**config.mk**
```make
export PLATFORM = sky130hd
export DESIGN_NAME = clp_cold_load
export DESIGN_NICKNAME = d
export VERILOG_FILES = /design/src/logic/clp_pkg.sv /design/src/logic/clp_tick.sv /design/src/logic/clp_sync.sv /design/src/logic/clp_cold_load.sv
export SDC_FILE = /design/constraint.sdc
export NUM_CORES = 1
export LEC_CHECK = 0
export ABC_AREA = 0
export BUFFER_PORTS_ARGS = -buffer_cell sky130_fd_sc_hd__buf_4
export CAP_MARGIN = 20
export CELL_PAD_IN_SITES_DETAIL_PLACEMENT = 2
export CELL_PAD_IN_SITES_GLOBAL_PLACEMENT = 2
export CORE_MARGIN = 3
export CORE_UTILIZATION = 41
export DETAILED_ROUTE_END_ITERATION = 7
export GPL_TIMING_DRIVEN = 0
export PLACE_DENSITY = 0.76
export SYNTH_ARGS = -nofsm -noshare
export SYNTH_HDL_FRONTEND = slang
export SYNTH_SLANG_ARGS = --single-unit
```
**constraint.sdc**
```tcl
create_clock -name core_clk -period 6.1 [get_ports core_clk]
set_input_delay 1.22 -clock core_clk [delete_from_list [all_inputs] [get_ports core_clk]]
set_output_delay 1.22 -clock core_clk [all_outputs]
set_load 0.005 [all_outputs]
```
**src/logic/clp_pkg.sv**
```systemverilog
package clp_pkg;

  // Detection modes
  typedef enum logic [1:0] {
    CLP_MODE_BKR = 2'h0,
    CLP_MODE_UC  = 2'h1,
    CLP_MODE_AND = 2'h2,
    CLP_MODE_OR  = 2'h3
  } clp_mode_t;

  // Supervisor states, Gray along warm -> delay -> cold -> inrush -> settle
  typedef enum logic [2:0] {
    CLP_ST_WARM   = 3'h0,
    CLP_ST_DELAY  = 3'h1,
    CLP_ST_COLD   = 3'h3,
    CLP_ST_INRUSH = 3'h2,
    CLP_ST_SETTLE = 3'h6
  } clp_state_t;

  localparam int CLP_CUR_W = 16;
  localparam int CLP_TIME_W = 16;
  localparam int CLP_PRE_W = 16;
  localparam int CLP_INT_W = 4;

  // Timer unit: 1 ms at 20 MHz
  localparam int CLP_CLK_HZ = 20000000;
  localparam int CLP_TICK_US = 1000;
  localparam logic [CLP_PRE_W-1:0] CLP_TICK_CYC =
    CLP_PRE_W'(CLP_CLK_HZ / 1000000 * CLP_TICK_US);

  // Hysteresis 90 percent as 9/10
  localparam int CLP_HYST_NUM = 9;
  localparam int CLP_HYST_DEN = 10;

  // Register offsets
  localparam logic [3:0] CLP_REG_CTRL = 4'h0;
  localparam logic [3:0] CLP_REG_UC_THR = 4'h1;
  localparam logic [3:0] CLP_REG_IR_THR = 4'h2;
  localparam logic [3:0] CLP_REG_T_OFF = 4'h3;
  localparam logic [3:0] CLP_REG_T_SETTLE = 4'h4;
  localparam logic [3:0] CLP_REG_T_MAX = 4'h5;
  localparam logic [3:0] CLP_REG_STATUS = 4'h6;
  localparam logic [3:0] CLP_REG_INT_STAT = 4'h7;
  localparam logic [3:0] CLP_REG_INT_EN = 4'h8;
  localparam logic [3:0] CLP_REG_INT_CLR = 4'h9;

  // Control fields
  localparam int CLP_CTRL_ENA_BIT = 0;
  localparam int CLP_CTRL_MODE_LSB = 1;
  localparam int CLP_CTRL_BLK_SEL_BIT = 3;
  localparam int CLP_CTRL_AR_PRES_BIT = 4;

  // Interrupt bits
  localparam int CLP_INT_COLD = 0;
  localparam int CLP_INT_END = 1;
  localparam int CLP_INT_MAXBLK = 2;
  localparam int CLP_INT_BLOCK = 3;

  // Reset values
  localparam logic [15:0] CLP_CTRL_RST = 16'h0001;
  localparam logic [CLP_CUR_W-1:0] CLP_UC_THR_RST = 16'h0010;
  localparam logic [CLP_CUR_W-1:0] CLP_IR_THR_RST = 16'h0800;
  localparam logic [CLP_TIME_W-1:0] CLP_T_OFF_RST = 16'h0064;
  localparam logic [CLP_TIME_W-1:0] CLP_T_SETTLE_RST = 16'h0064;
  localparam logic [CLP_TIME_W-1:0] CLP_T_MAX_RST = 16'h03E8;

endpackage

```
**src/logic/clp_tick.sv**
```systemverilog
`timescale 1ns/1ps
module clp_tick (
  // Clock and reset
  input wire logic core_clk,
  input wire logic reset_n,
  // Tick
  output logic tick
);

  logic [clp_pkg::CLP_PRE_W-1:0] cnt_q;
  logic [clp_pkg::CLP_PRE_W-1:0] cnt_d;
  logic tick_q;
  logic tick_d;

  always_comb
  begin
    tick_d = 1'b0;
    cnt_d = cnt_q + 16'h0001;
    if (cnt_q == clp_pkg::CLP_TICK_CYC - 16'h0001)
    begin
      cnt_d = 16'h0000;
      tick_d = 1'b1;
    end
  end

  always_ff @(posedge core_clk or negedge reset_n)
  begin
    if (!reset_n)
    begin
      cnt_q <= 16'h0000;
      tick_q <= 1'b0;
    end
    else
    begin
      cnt_q <= cnt_d;
      tick_q <= tick_d;
    end
  end

  assign tick = tick_q;

endmodule

```
**src/logic/clp_sync.sv**
```systemverilog
`timescale 1ns/1ps
module clp_sync #(
  parameter int W = 1
) (
  // Clock and reset
  input wire logic core_clk,
  input wire logic reset_n,
  // Data
  input wire logic [W-1:0] din,
  output logic [W-1:0] dout
);

  logic [W-1:0] s1_q;
  logic [W-1:0] s2_q;

  always_ff @(posedge core_clk or negedge reset_n)
  begin
    if (!reset_n)
    begin
      s1_q <= '0;
      s2_q <= '0;
    end
    else
    begin
      s1_q <= din;
      s2_q <= s1_q;
    end
  end

  assign dout = s2_q;

endmodule

```
**src/logic/clp_cold_load.sv**
```systemverilog
// Overview of operation
// - Warm-to-cold is detected by breaker open, undercurrent, their AND or their OR, per mode.
// - Detecting cold load starts the load-off delay timer.
// - When the load-off delay expires the cold load enable output is raised.
// - When the cold condition ends, inrush supervision begins.
// - Inrush is present while a phase current rises above the inrush threshold.
// - Inrush is finished once all currents fall to 90 percent of that threshold.
// - A finished inrush starts the settle timer.
// - The enable drops through the inrush path only after the settle timer expires.
// - A maximum-block timer runs from the end of cold load and clears the enable on expiry.
// - The maximum-block timer stops when current stays below 0.9 threshold for the settle time.
// - A selected external or internal block input suppresses the whole function.
// - Where reclosing exists, a running reclose cycle blocks the function.
// - The block gives only the enable indication and never a trip.
//
// The strobed register port and the register offsets were left to the implementer.
`timescale 1ns/1ps
module clp_cold_load (
  // Clock and reset
  input wire logic core_clk,
  input wire logic reset_n,
  // Register port
  input wire logic [3:0] reg_addr,
  input wire logic [15:0] reg_wdata,
  input wire logic reg_wr,
  input wire logic reg_rd,
  output logic [15:0] reg_rdata,
  // Plant pins
  input wire logic breaker_closed,
  input wire logic [clp_pkg::CLP_CUR_W-1:0] phase_a_cur,
  input wire logic [clp_pkg::CLP_CUR_W-1:0] phase_b_cur,
  input wire logic [clp_pkg::CLP_CUR_W-1:0] phase_c_cur,
  input wire logic ext_block,
  input wire logic int_block,
  input wire logic auto_reclose_running,
  // Indications
  output logic cold_load_enable_out,
  output logic irq
);

  ////////////////////////////////////////////////////////////////////////
  // Input synchronisers

  logic [3*clp_pkg::CLP_CUR_W+3:0] pins_s;
  logic [clp_pkg::CLP_CUR_W-1:0] ia_s;
  logic [clp_pkg::CLP_CUR_W-1:0] ib_s;
  logic [clp_pkg::CLP_CUR_W-1:0] ic_s;
  logic tick;

  // Currents come from a sampled ADC path and are assumed stable across samples
  clp_sync #(.W(3 * clp_pkg::CLP_CUR_W + 4)) u_sync_pins (
    .core_clk(core_clk),
    .reset_n(reset_n),
    .din({phase_a_cur, phase_b_cur, phase_c_cur, breaker_closed, ext_block, int_block,
      auto_reclose_running}),
    .dout(pins_s)
  );

  clp_tick u_tick (
    .core_clk(core_clk),
    .reset_n(reset_n),
    .tick(tick)
  );

  logic brk_closed, ext_blk, int_blk, ar_run;

  assign brk_closed = pins_s[3];
  assign ext_blk = pins_s[2];
  assign int_blk = pins_s[1];
  assign ar_run = pins_s[0];
  assign ic_s = pins_s[4 +: clp_pkg::CLP_CUR_W];
  assign ib_s = pins_s[4 + clp_pkg::CLP_CUR_W +: clp_pkg::CLP_CUR_W];
  assign ia_s = pins_s[4 + 2 * clp_pkg::CLP_CUR_W +: clp_pkg::CLP_CUR_W];

  ////////////////////////////////////////////////////////////////////////
  // Registers

  logic [15:0] ctrl_q, ctrl_d;
  logic [15:0] uc_thr_q, uc_thr_d;
  logic [15:0] ir_thr_q, ir_thr_d;
  logic [15:0] t_off_q, t_off_d;
  logic [15:0] t_settle_q, t_settle_d;
  logic [15:0] t_max_q, t_max_d;
  logic [3:0] int_en_q, int_en_d;
  logic [3:0] int_stat_q, int_stat_d;
  logic [15:0] rdata_q, rdata_d;
  logic irq_q, irq_d;
  logic [3:0] events;
  logic [15:0] status_word;

  always_comb
  begin
    ctrl_d = ctrl_q;
    uc_thr_d = uc_thr_q;
    ir_thr_d = ir_thr_q;
    t_off_d = t_off_q;
    t_settle_d = t_settle_q;
    t_max_d = t_max_q;
    int_en_d = int_en_q;
    int_stat_d = int_stat_q;
    if (reg_wr)
    begin
      case (reg_addr)
        clp_pkg::CLP_REG_CTRL: ctrl_d = {11'h000, reg_wdata[4:0]};
        clp_pkg::CLP_REG_UC_THR: uc_thr_d = reg_wdata;
        clp_pkg::CLP_REG_IR_THR: ir_thr_d = reg_wdata;
        clp_pkg::CLP_REG_T_OFF: t_off_d = reg_wdata;
        clp_pkg::CLP_REG_T_SETTLE: t_settle_d = reg_wdata;
        clp_pkg::CLP_REG_T_MAX: t_max_d = reg_wdata;
        clp_pkg::CLP_REG_INT_EN: int_en_d = reg_wdata[3:0];
        clp_pkg::CLP_REG_INT_CLR: int_stat_d = int_stat_q & ~reg_wdata[3:0];
        default: ;
      endcase
    end
    // Set beats a clear in the same cycle
    int_stat_d = int_stat_d | events;
    irq_d = |(int_stat_d & int_en_d);
    rdata_d = 16'h0000;
    if (reg_rd)
    begin
      case (reg_addr)
        clp_pkg::CLP_REG_CTRL: rdata_d = ctrl_q;
        clp_pkg::CLP_REG_UC_THR: rdata_d = uc_thr_q;
        clp_pkg::CLP_REG_IR_THR: rdata_d = ir_thr_q;
        clp_pkg::CLP_REG_T_OFF: rdata_d = t_off_q;
        clp_pkg::CLP_REG_T_SETTLE: rdata_d = t_settle_q;
        clp_pkg::CLP_REG_T_MAX: rdata_d = t_max_q;
        clp_pkg::CLP_REG_STATUS: rdata_d = status_word;
        clp_pkg::CLP_REG_INT_STAT: rdata_d = {12'h000, int_stat_q};
        clp_pkg::CLP_REG_INT_EN: rdata_d = {12'h000, int_en_q};
        default: rdata_d = 16'h0000;
      endcase
    end
  end

  always_ff @(posedge core_clk or negedge reset_n)
  begin
    if (!reset_n)
    begin
      ctrl_q <= clp_pkg::CLP_CTRL_RST;
      uc_thr_q <= clp_pkg::CLP_UC_THR_RST;
      ir_thr_q <= clp_pkg::CLP_IR_THR_RST;
      t_off_q <= clp_pkg::CLP_T_OFF_RST;
      t_settle_q <= clp_pkg::CLP_T_SETTLE_RST;
      t_max_q <= clp_pkg::CLP_T_MAX_RST;
      int_en_q <= 4'h0;
      int_stat_q <= 4'h0;
      rdata_q <= 16'h0000;
      irq_q <= 1'b0;
    end
    else
    begin
      ctrl_q <= ctrl_d;
      uc_thr_q <= uc_thr_d;
      ir_thr_q <= ir_thr_d;
      t_off_q <= t_off_d;
      t_settle_q <= t_settle_d;
      t_max_q <= t_max_d;
      int_en_q <= int_en_d;
      int_stat_q <= int_stat_d;
      rdata_q <= rdata_d;
      irq_q <= irq_d;
    end
  end

  assign reg_rdata = rdata_q;

  ////////////////////////////////////////////////////////////////////////
  // Current comparators

  // Scaled compare: cur*10 against thr*9, avoids a divider
  function automatic logic below_hyst(input logic [15:0] cur, input logic [15:0] thr);
    logic [19:0] lhs;
    logic [19:0] rhs;
    lhs = 20'(cur) * 20'(clp_pkg::CLP_HYST_DEN);
    rhs = 20'(thr) * 20'(clp_pkg::CLP_HYST_NUM);
    return lhs <= rhs;
  endfunction

  logic fn_enabled;
  logic blocked;
  logic undercur;
  logic above_ir;
  logic all_low;
  logic cold_cond;
  clp_pkg::clp_mode_t mode;

  assign mode = clp_pkg::clp_mode_t'(ctrl_q[clp_pkg::CLP_CTRL_MODE_LSB +: 2]);
  assign fn_enabled = ctrl_q[clp_pkg::CLP_CTRL_ENA_BIT];

  assign undercur = (ia_s < uc_thr_q) && (ib_s < uc_thr_q) && (ic_s < uc_thr_q);
  assign above_ir = (ia_s > ir_thr_q) || (ib_s > ir_thr_q) || (ic_s > ir_thr_q);
  assign all_low = below_hyst(ia_s, ir_thr_q) && below_hyst(ib_s, ir_thr_q)
    && below_hyst(ic_s, ir_thr_q);

  assign blocked = !fn_enabled
    || (ctrl_q[clp_pkg::CLP_CTRL_BLK_SEL_BIT] ? int_blk : ext_blk)
    || (ctrl_q[clp_pkg::CLP_CTRL_AR_PRES_BIT] && ar_run);

  always_comb
  begin
    case (mode)
      clp_pkg::CLP_MODE_BKR: cold_cond = !brk_closed;
      clp_pkg::CLP_MODE_UC: cold_cond = undercur;
      clp_pkg::CLP_MODE_AND: cold_cond = !brk_closed && undercur;
      clp_pkg::CLP_MODE_OR: cold_cond = !brk_closed || undercur;
      default: cold_cond = 1'b0;
    endcase
  end

  ////////////////////////////////////////////////////////////////////////
  // Supervisor state machine

  clp_pkg::clp_state_t st_q, st_d;
  logic [15:0] tmr_q, tmr_d;
  logic [15:0] max_q, max_d;
  logic max_run_q, max_run_d;
  logic en_q, en_d;
  logic blk_q, blk_d;

  always_comb
  begin
    st_d = st_q;
    tmr_d = tmr_q;
    max_d = max_q;
    max_run_d = max_run_q;
    en_d = en_q;
    events = 4'h0;
    blk_d = blocked;
    if (blocked && !blk_q)
    begin
      events[clp_pkg::CLP_INT_BLOCK] = 1'b1;
    end
    if (tick && tmr_q != 16'h0000)
    begin
      tmr_d = tmr_q - 16'h0001;
    end
    if (tick && max_run_q && max_q != 16'h0000)
    begin
      max_d = max_q - 16'h0001;
    end
    if (blocked)
    begin
      st_d = clp_pkg::CLP_ST_WARM;
      en_d = 1'b0;
      max_run_d = 1'b0;
      tmr_d = 16'h0000;
    end
    else
    begin
      case (st_q)
        clp_pkg::CLP_ST_WARM:
        begin
          if (cold_cond)
          begin
            st_d = clp_pkg::CLP_ST_DELAY;
            tmr_d = t_off_q;
          end
        end
        clp_pkg::CLP_ST_DELAY:
        begin
          if (!cold_cond)
          begin
            st_d = clp_pkg::CLP_ST_WARM;
          end
          else if (tmr_q == 16'h0000)
          begin
            st_d = clp_pkg::CLP_ST_COLD;
            en_d = 1'b1;
            events[clp_pkg::CLP_INT_COLD] = 1'b1;
          end
        end
        clp_pkg::CLP_ST_COLD:
        begin
          if (!cold_cond)
          begin
            st_d = clp_pkg::CLP_ST_INRUSH;
            max_d = t_max_q;
            max_run_d = 1'b1;
          end
        end
        clp_pkg::CLP_ST_INRUSH:
        begin
          if (all_low && !above_ir)
          begin
            st_d = clp_pkg::CLP_ST_SETTLE;
            tmr_d = t_settle_q;
          end
        end
        clp_pkg::CLP_ST_SETTLE:
        begin
          if (!all_low)
          begin
            st_d = clp_pkg::CLP_ST_INRUSH;
          end
          else if (tmr_q == 16'h0000)
          begin
            st_d = clp_pkg::CLP_ST_WARM;
            en_d = 1'b0;
            max_run_d = 1'b0;
            events[clp_pkg::CLP_INT_END] = 1'b1;
          end
        end
        default: st_d = clp_pkg::CLP_ST_WARM;
      endcase
      if (max_run_q && max_q == 16'h0000 && st_d != clp_pkg::CLP_ST_WARM)
      begin
        st_d = clp_pkg::CLP_ST_WARM;
        en_d = 1'b0;
        max_run_d = 1'b0;
        events[clp_pkg::CLP_INT_MAXBLK] = 1'b1;
      end
      // Cold again keeps the enable, unless it has just been released
      if (cold_cond && st_d != clp_pkg::CLP_ST_WARM
        && (st_q == clp_pkg::CLP_ST_INRUSH || st_q == clp_pkg::CLP_ST_SETTLE))
      begin
        st_d = clp_pkg::CLP_ST_COLD;
        max_run_d = 1'b0;
      end
    end
  end

  always_ff @(posedge core_clk or negedge reset_n)
  begin
    if (!reset_n)
    begin
      st_q <= clp_pkg::CLP_ST_WARM;
      tmr_q <= 16'h0000;
      max_q <= 16'h0000;
      max_run_q <= 1'b0;
      en_q <= 1'b0;
      blk_q <= 1'b0;
    end
    else
    begin
      st_q <= st_d;
      tmr_q <= tmr_d;
      max_q <= max_d;
      max_run_q <= max_run_d;
      en_q <= en_d;
      blk_q <= blk_d;
    end
  end

  assign status_word = {6'h00, st_q, max_run_q, blocked, all_low, above_ir, undercur,
    brk_closed, en_q};

  assign cold_load_enable_out = en_q;
  assign irq = irq_q;

endmodule

```
==> flow_summary.toml <==
[floorplanning]
rows = 74
die_w_um = 210
fp.coreArea_um2 = 41000
die_area_um2 = 44200
start_util = 0.417
die_y_um = 210
ios = 94

[timing]
setup_violations = 0
fmax_ghz = 0.168
fin_crit_sh = 0.978
maxSlewViolCount = 0
maxSlewHeadroom = 0.170
finClkSkew_ns = 0.0274
min_period_ns = 5.97
tightest_slew_ns = 1.25
final_hold_viol_count = 0
fin_ws_ns = 0.134

[yosys]
synth_top_cell_by_area = "dfrtp_1"
yosysSeqAreaShare = 0.395
yosys_warnings = 0
synthFlopType = "dfrtp_1"
ys_top_cells_by_count = "ha_1, dfrtp_1, a21oi_1"
syn_nets = 1957
ys_types = 75
synth-seq-cells = 269
synth_cells = 1616
ys_async_sr_fraction = 1.00
synth.top_cell.area_share = 0.372
netlist_area_um2 = 17100
synth_area_per_cell_um2 = 10.6
ys_top_cells_by_area = "dfrtp_1, ha_1, mux2_2, xnor2_1, a21oi_1"
yosysMostFrequentCell = "ha_1"
synth-edff-count = 0

[routing]
num_vias = 13964
drcViolationCount = 0
routed_wl_um = 62500
drtAntennaViolNets = 0
wl_per_cell_um = 26.9
drtIter0Drc = 789
first_pass_iters = 6
avgViaCountPerCell = 6.01

[outcome]
status = "completed"

[cts]
clkTransAtPathRegs_ns = 0.06
cts_tree = "yes"
cts_hold_buf = 0
clock_path_buffers = 3
cts.sinks = 269
htree_num_levels = 1
clock_latency_ns = 0.60
numCtsBuffers = 31
clockRootBuffer = "clkbuf_16"

[power]
power_density_nw_per_um2 = 356
power.switching_w = 0.00276
peakVddDrop_v = 0.000267
p_leak_nw = 9.17
sw_frac_of_total = 0.388
power_frac_seq = 0.315
clkPwrFrac = 0.277
combPwrFrac = 0.408
intPower_w = 0.00435

[finish]
fin_util = 0.487
nets = 2107
fillerInstances = 4243
diodes = 0
drive_gt1_frac = 0.186
final-seq-area_um2 = 6760
area_growth_syn_to_layout_pct = 16.8
multi_input_area_um2 = 10100
final_cells = 2323
finish.instance_area_um2 = 20000

[place]
io_buffers = 91
dpl_cell_area_um2 = 18500
dp_hpwl_um = 47500
place_congestion = 0.890
place_inst = 2243
place_ws_ns = -0.497

[global_routing]
grt_pass1_vias = 15808
grt_pass1_wl_um = 95700
use_met1 = 0.390
grt_max_degree = 110
antenna_found_initial = 0
grtUsageTotal = 0.281
overflow = 0
met3_usage = 0.0342
use_met2 = 0.463
grt_busiest_layer = "met2"

[setup_path]
cp-end-kind = "register"
critPathMaxFanout = 6
ff2ff_setup_slack_ns = 0.13
path_class = "register to register"
cp_data_required_time_ns = 6.54
cp.arrival_ns = 6.41
cp-start-kind = "register"

[worst_hold_path]
min_path_type = "register to register"

[flow_run]
maxCapViolCount = 0
power by group through the flow:
stage / clock network [W] / registers, W / logic (W)
final: 0.00197 / 0.00224 / 0.00290
after global placement: 0 / 0.00225 / 0.00250
after detailed placement: 0 / 0.00226 / 0.00270
after CTS: 0.00201 / 0.00224 / 0.00279
after floorplan: 0 / 0.00214 / 0.00180
after global routing: 0.00210 / 0.00226 / 0.00322
per-layer routing:
layer,vias to the layer above,routed length [um]
met5,-,0
met4,0,2050
met3,102,2570
met2,298,29300
met1,7219,28700
li1,6345,-
layout make-up:
type	instances	area share
Buffer	35	0.00714
Clock buffer	41	0.0422
Clock inverter	17	0.0110
Inverter	78	0.0147
Multi-Input combinational cell	1234	0.507
Sequential cell	269	0.338
Tap cell	532	0.0333
Timing Repair Buffer	117	0.0466
worst paths after layout:
kind                                       from                    to  depth (start not counted)
min                        u_sync_pins.s1_q[36]  u_sync_pins.dout[36]                          0
max in group asynchronous               reset_n           ir_thr_q[0]                          2
max                                 ir_thr_q[4]              tmr_q[0]                         24
min in group asynchronous               reset_n  u_sync_pins.dout[47]                          1
max reg2reg                         ir_thr_q[4]              tmr_q[0]                         24
min reg2reg                u_sync_pins.s1_q[36]  u_sync_pins.dout[36]                          0
sequential cells by signal, summed over array words and instances (netlist names), 5 cells and up:
| register | flops |
|---|---|
| ctrl_q | 5 |
| tmr_q | 16 |
| t_settle_q | 16 |
| reg_rdata | 16 |
| max_q | 16 |
| t_max_q | 16 |
| uc_thr_q | 16 |
| t_off_q | 16 |
| u_sync_pins.s1_q | 52 |
| ir_thr_q | 16 |
| u_tick.cnt_q | 16 |
| u_sync_pins.dout | 52 |
repair_timing:
action,CTS,global route
pin swaps,6,13
gates resized for setup,23,29
endpoints found under the setup margin,24,24
setup buffers,4,17
cloned,0,0
cells in the final DEF, fill, tap and decap left out, types with 7 or more instances in the layout:
master / synthesis / routed
clkbuf_1: 31 / 38
dfstp_2: 15 / 15
mux2i_1: 9 / 9
nand4_1: 30 / 30
and3_1: 13 / 11
nor4_1: 14 / 13
a21oi_2: 0 / 10
o211ai_1: 21 / 21
a31oi_1: 16 / 15
nand3_1: 42 / 41
o21a_1: 9 / 8
clkinv_2: 0 / 9
a222oi_1: 7 / 7
nand2b_1: 19 / 18
a21oi_1: 93 / 80
clkbuf_16: 0 / 31
mux2_2: 91 / 91
and2_1: 7 / 7
or3_1: 8 / 7
buf_4: 0 / 111
o21ai_0: 72 / 69
a21o_1: 45 / 45
o221ai_1: 8 / 7
nor2_1: 78 / 78
a22oi_1: 23 / 23
nor3_1: 32 / 30
a211oi_1: 17 / 15
dfrtp_2: 0 / 7
xor2_1: 35 / 35
nand2_1: 85 / 85
xnor2_1: 56 / 53
nor2b_1: 15 / 15
inv_1: 78 / 78
a221oi_1: 9 / 9
dfrtp_1: 254 / 247
ha_1: 261 / 260
o21bai_1: 18 / 16
critical path, cell delays in order (launching register included):
cell       delay, ns
dfrtp_1         0.50
ha_1            0.35
ha_1            0.35
inv_1           0.09
o21bai_1        0.22
a21oi_2         0.11
o21bai_2        0.18
a211oi_2        0.12
o21ai_2         0.21
a31o_2          0.22
a21oi_4         0.08
or3_4           0.37
ha_1            0.31
and3_4          0.20
and4_4          0.22
and3_4          0.19
o2111ai_1       0.16
a2111o_1        0.44
o221a_2         0.15
o21a_4          0.17
or4_1           0.55
buf_4           0.20
a22oi_4         0.19
buf_12          0.14
o221ai_1        0.12
logic make-up after synthesis:
kind of cell / count (synthesis) / share of synthesized area
buffers and inverters: 113 / 0.0253
XOR/XNOR: 91 / 0.0466
adder cells (fa/ha/maj): 266 / 0.196
multiplexers: 100 / 0.0652
AND/OR/NAND/NOR: 378 / 0.114
flip-flops: 269 / 0.395
AO/OA/AOI/OAI: 399 / 0.158
metrics by stage:
stage | setup TNS, ns | hold WS [ns] | total power (W)
finish | 0 | 0.342 | 0.00712
global route | -0.527 | 0.347 | 0.00758
CTS | 0 | 0.344 | 0.00704
detailed placement | -7.24 | 0.336 | 0.00496
global placement | -3.37 | 0.332 | 0.00475
floorplan | 0 | 0.331 | 0.00394
No activity file was read; power rests on OpenSTA's default activity.
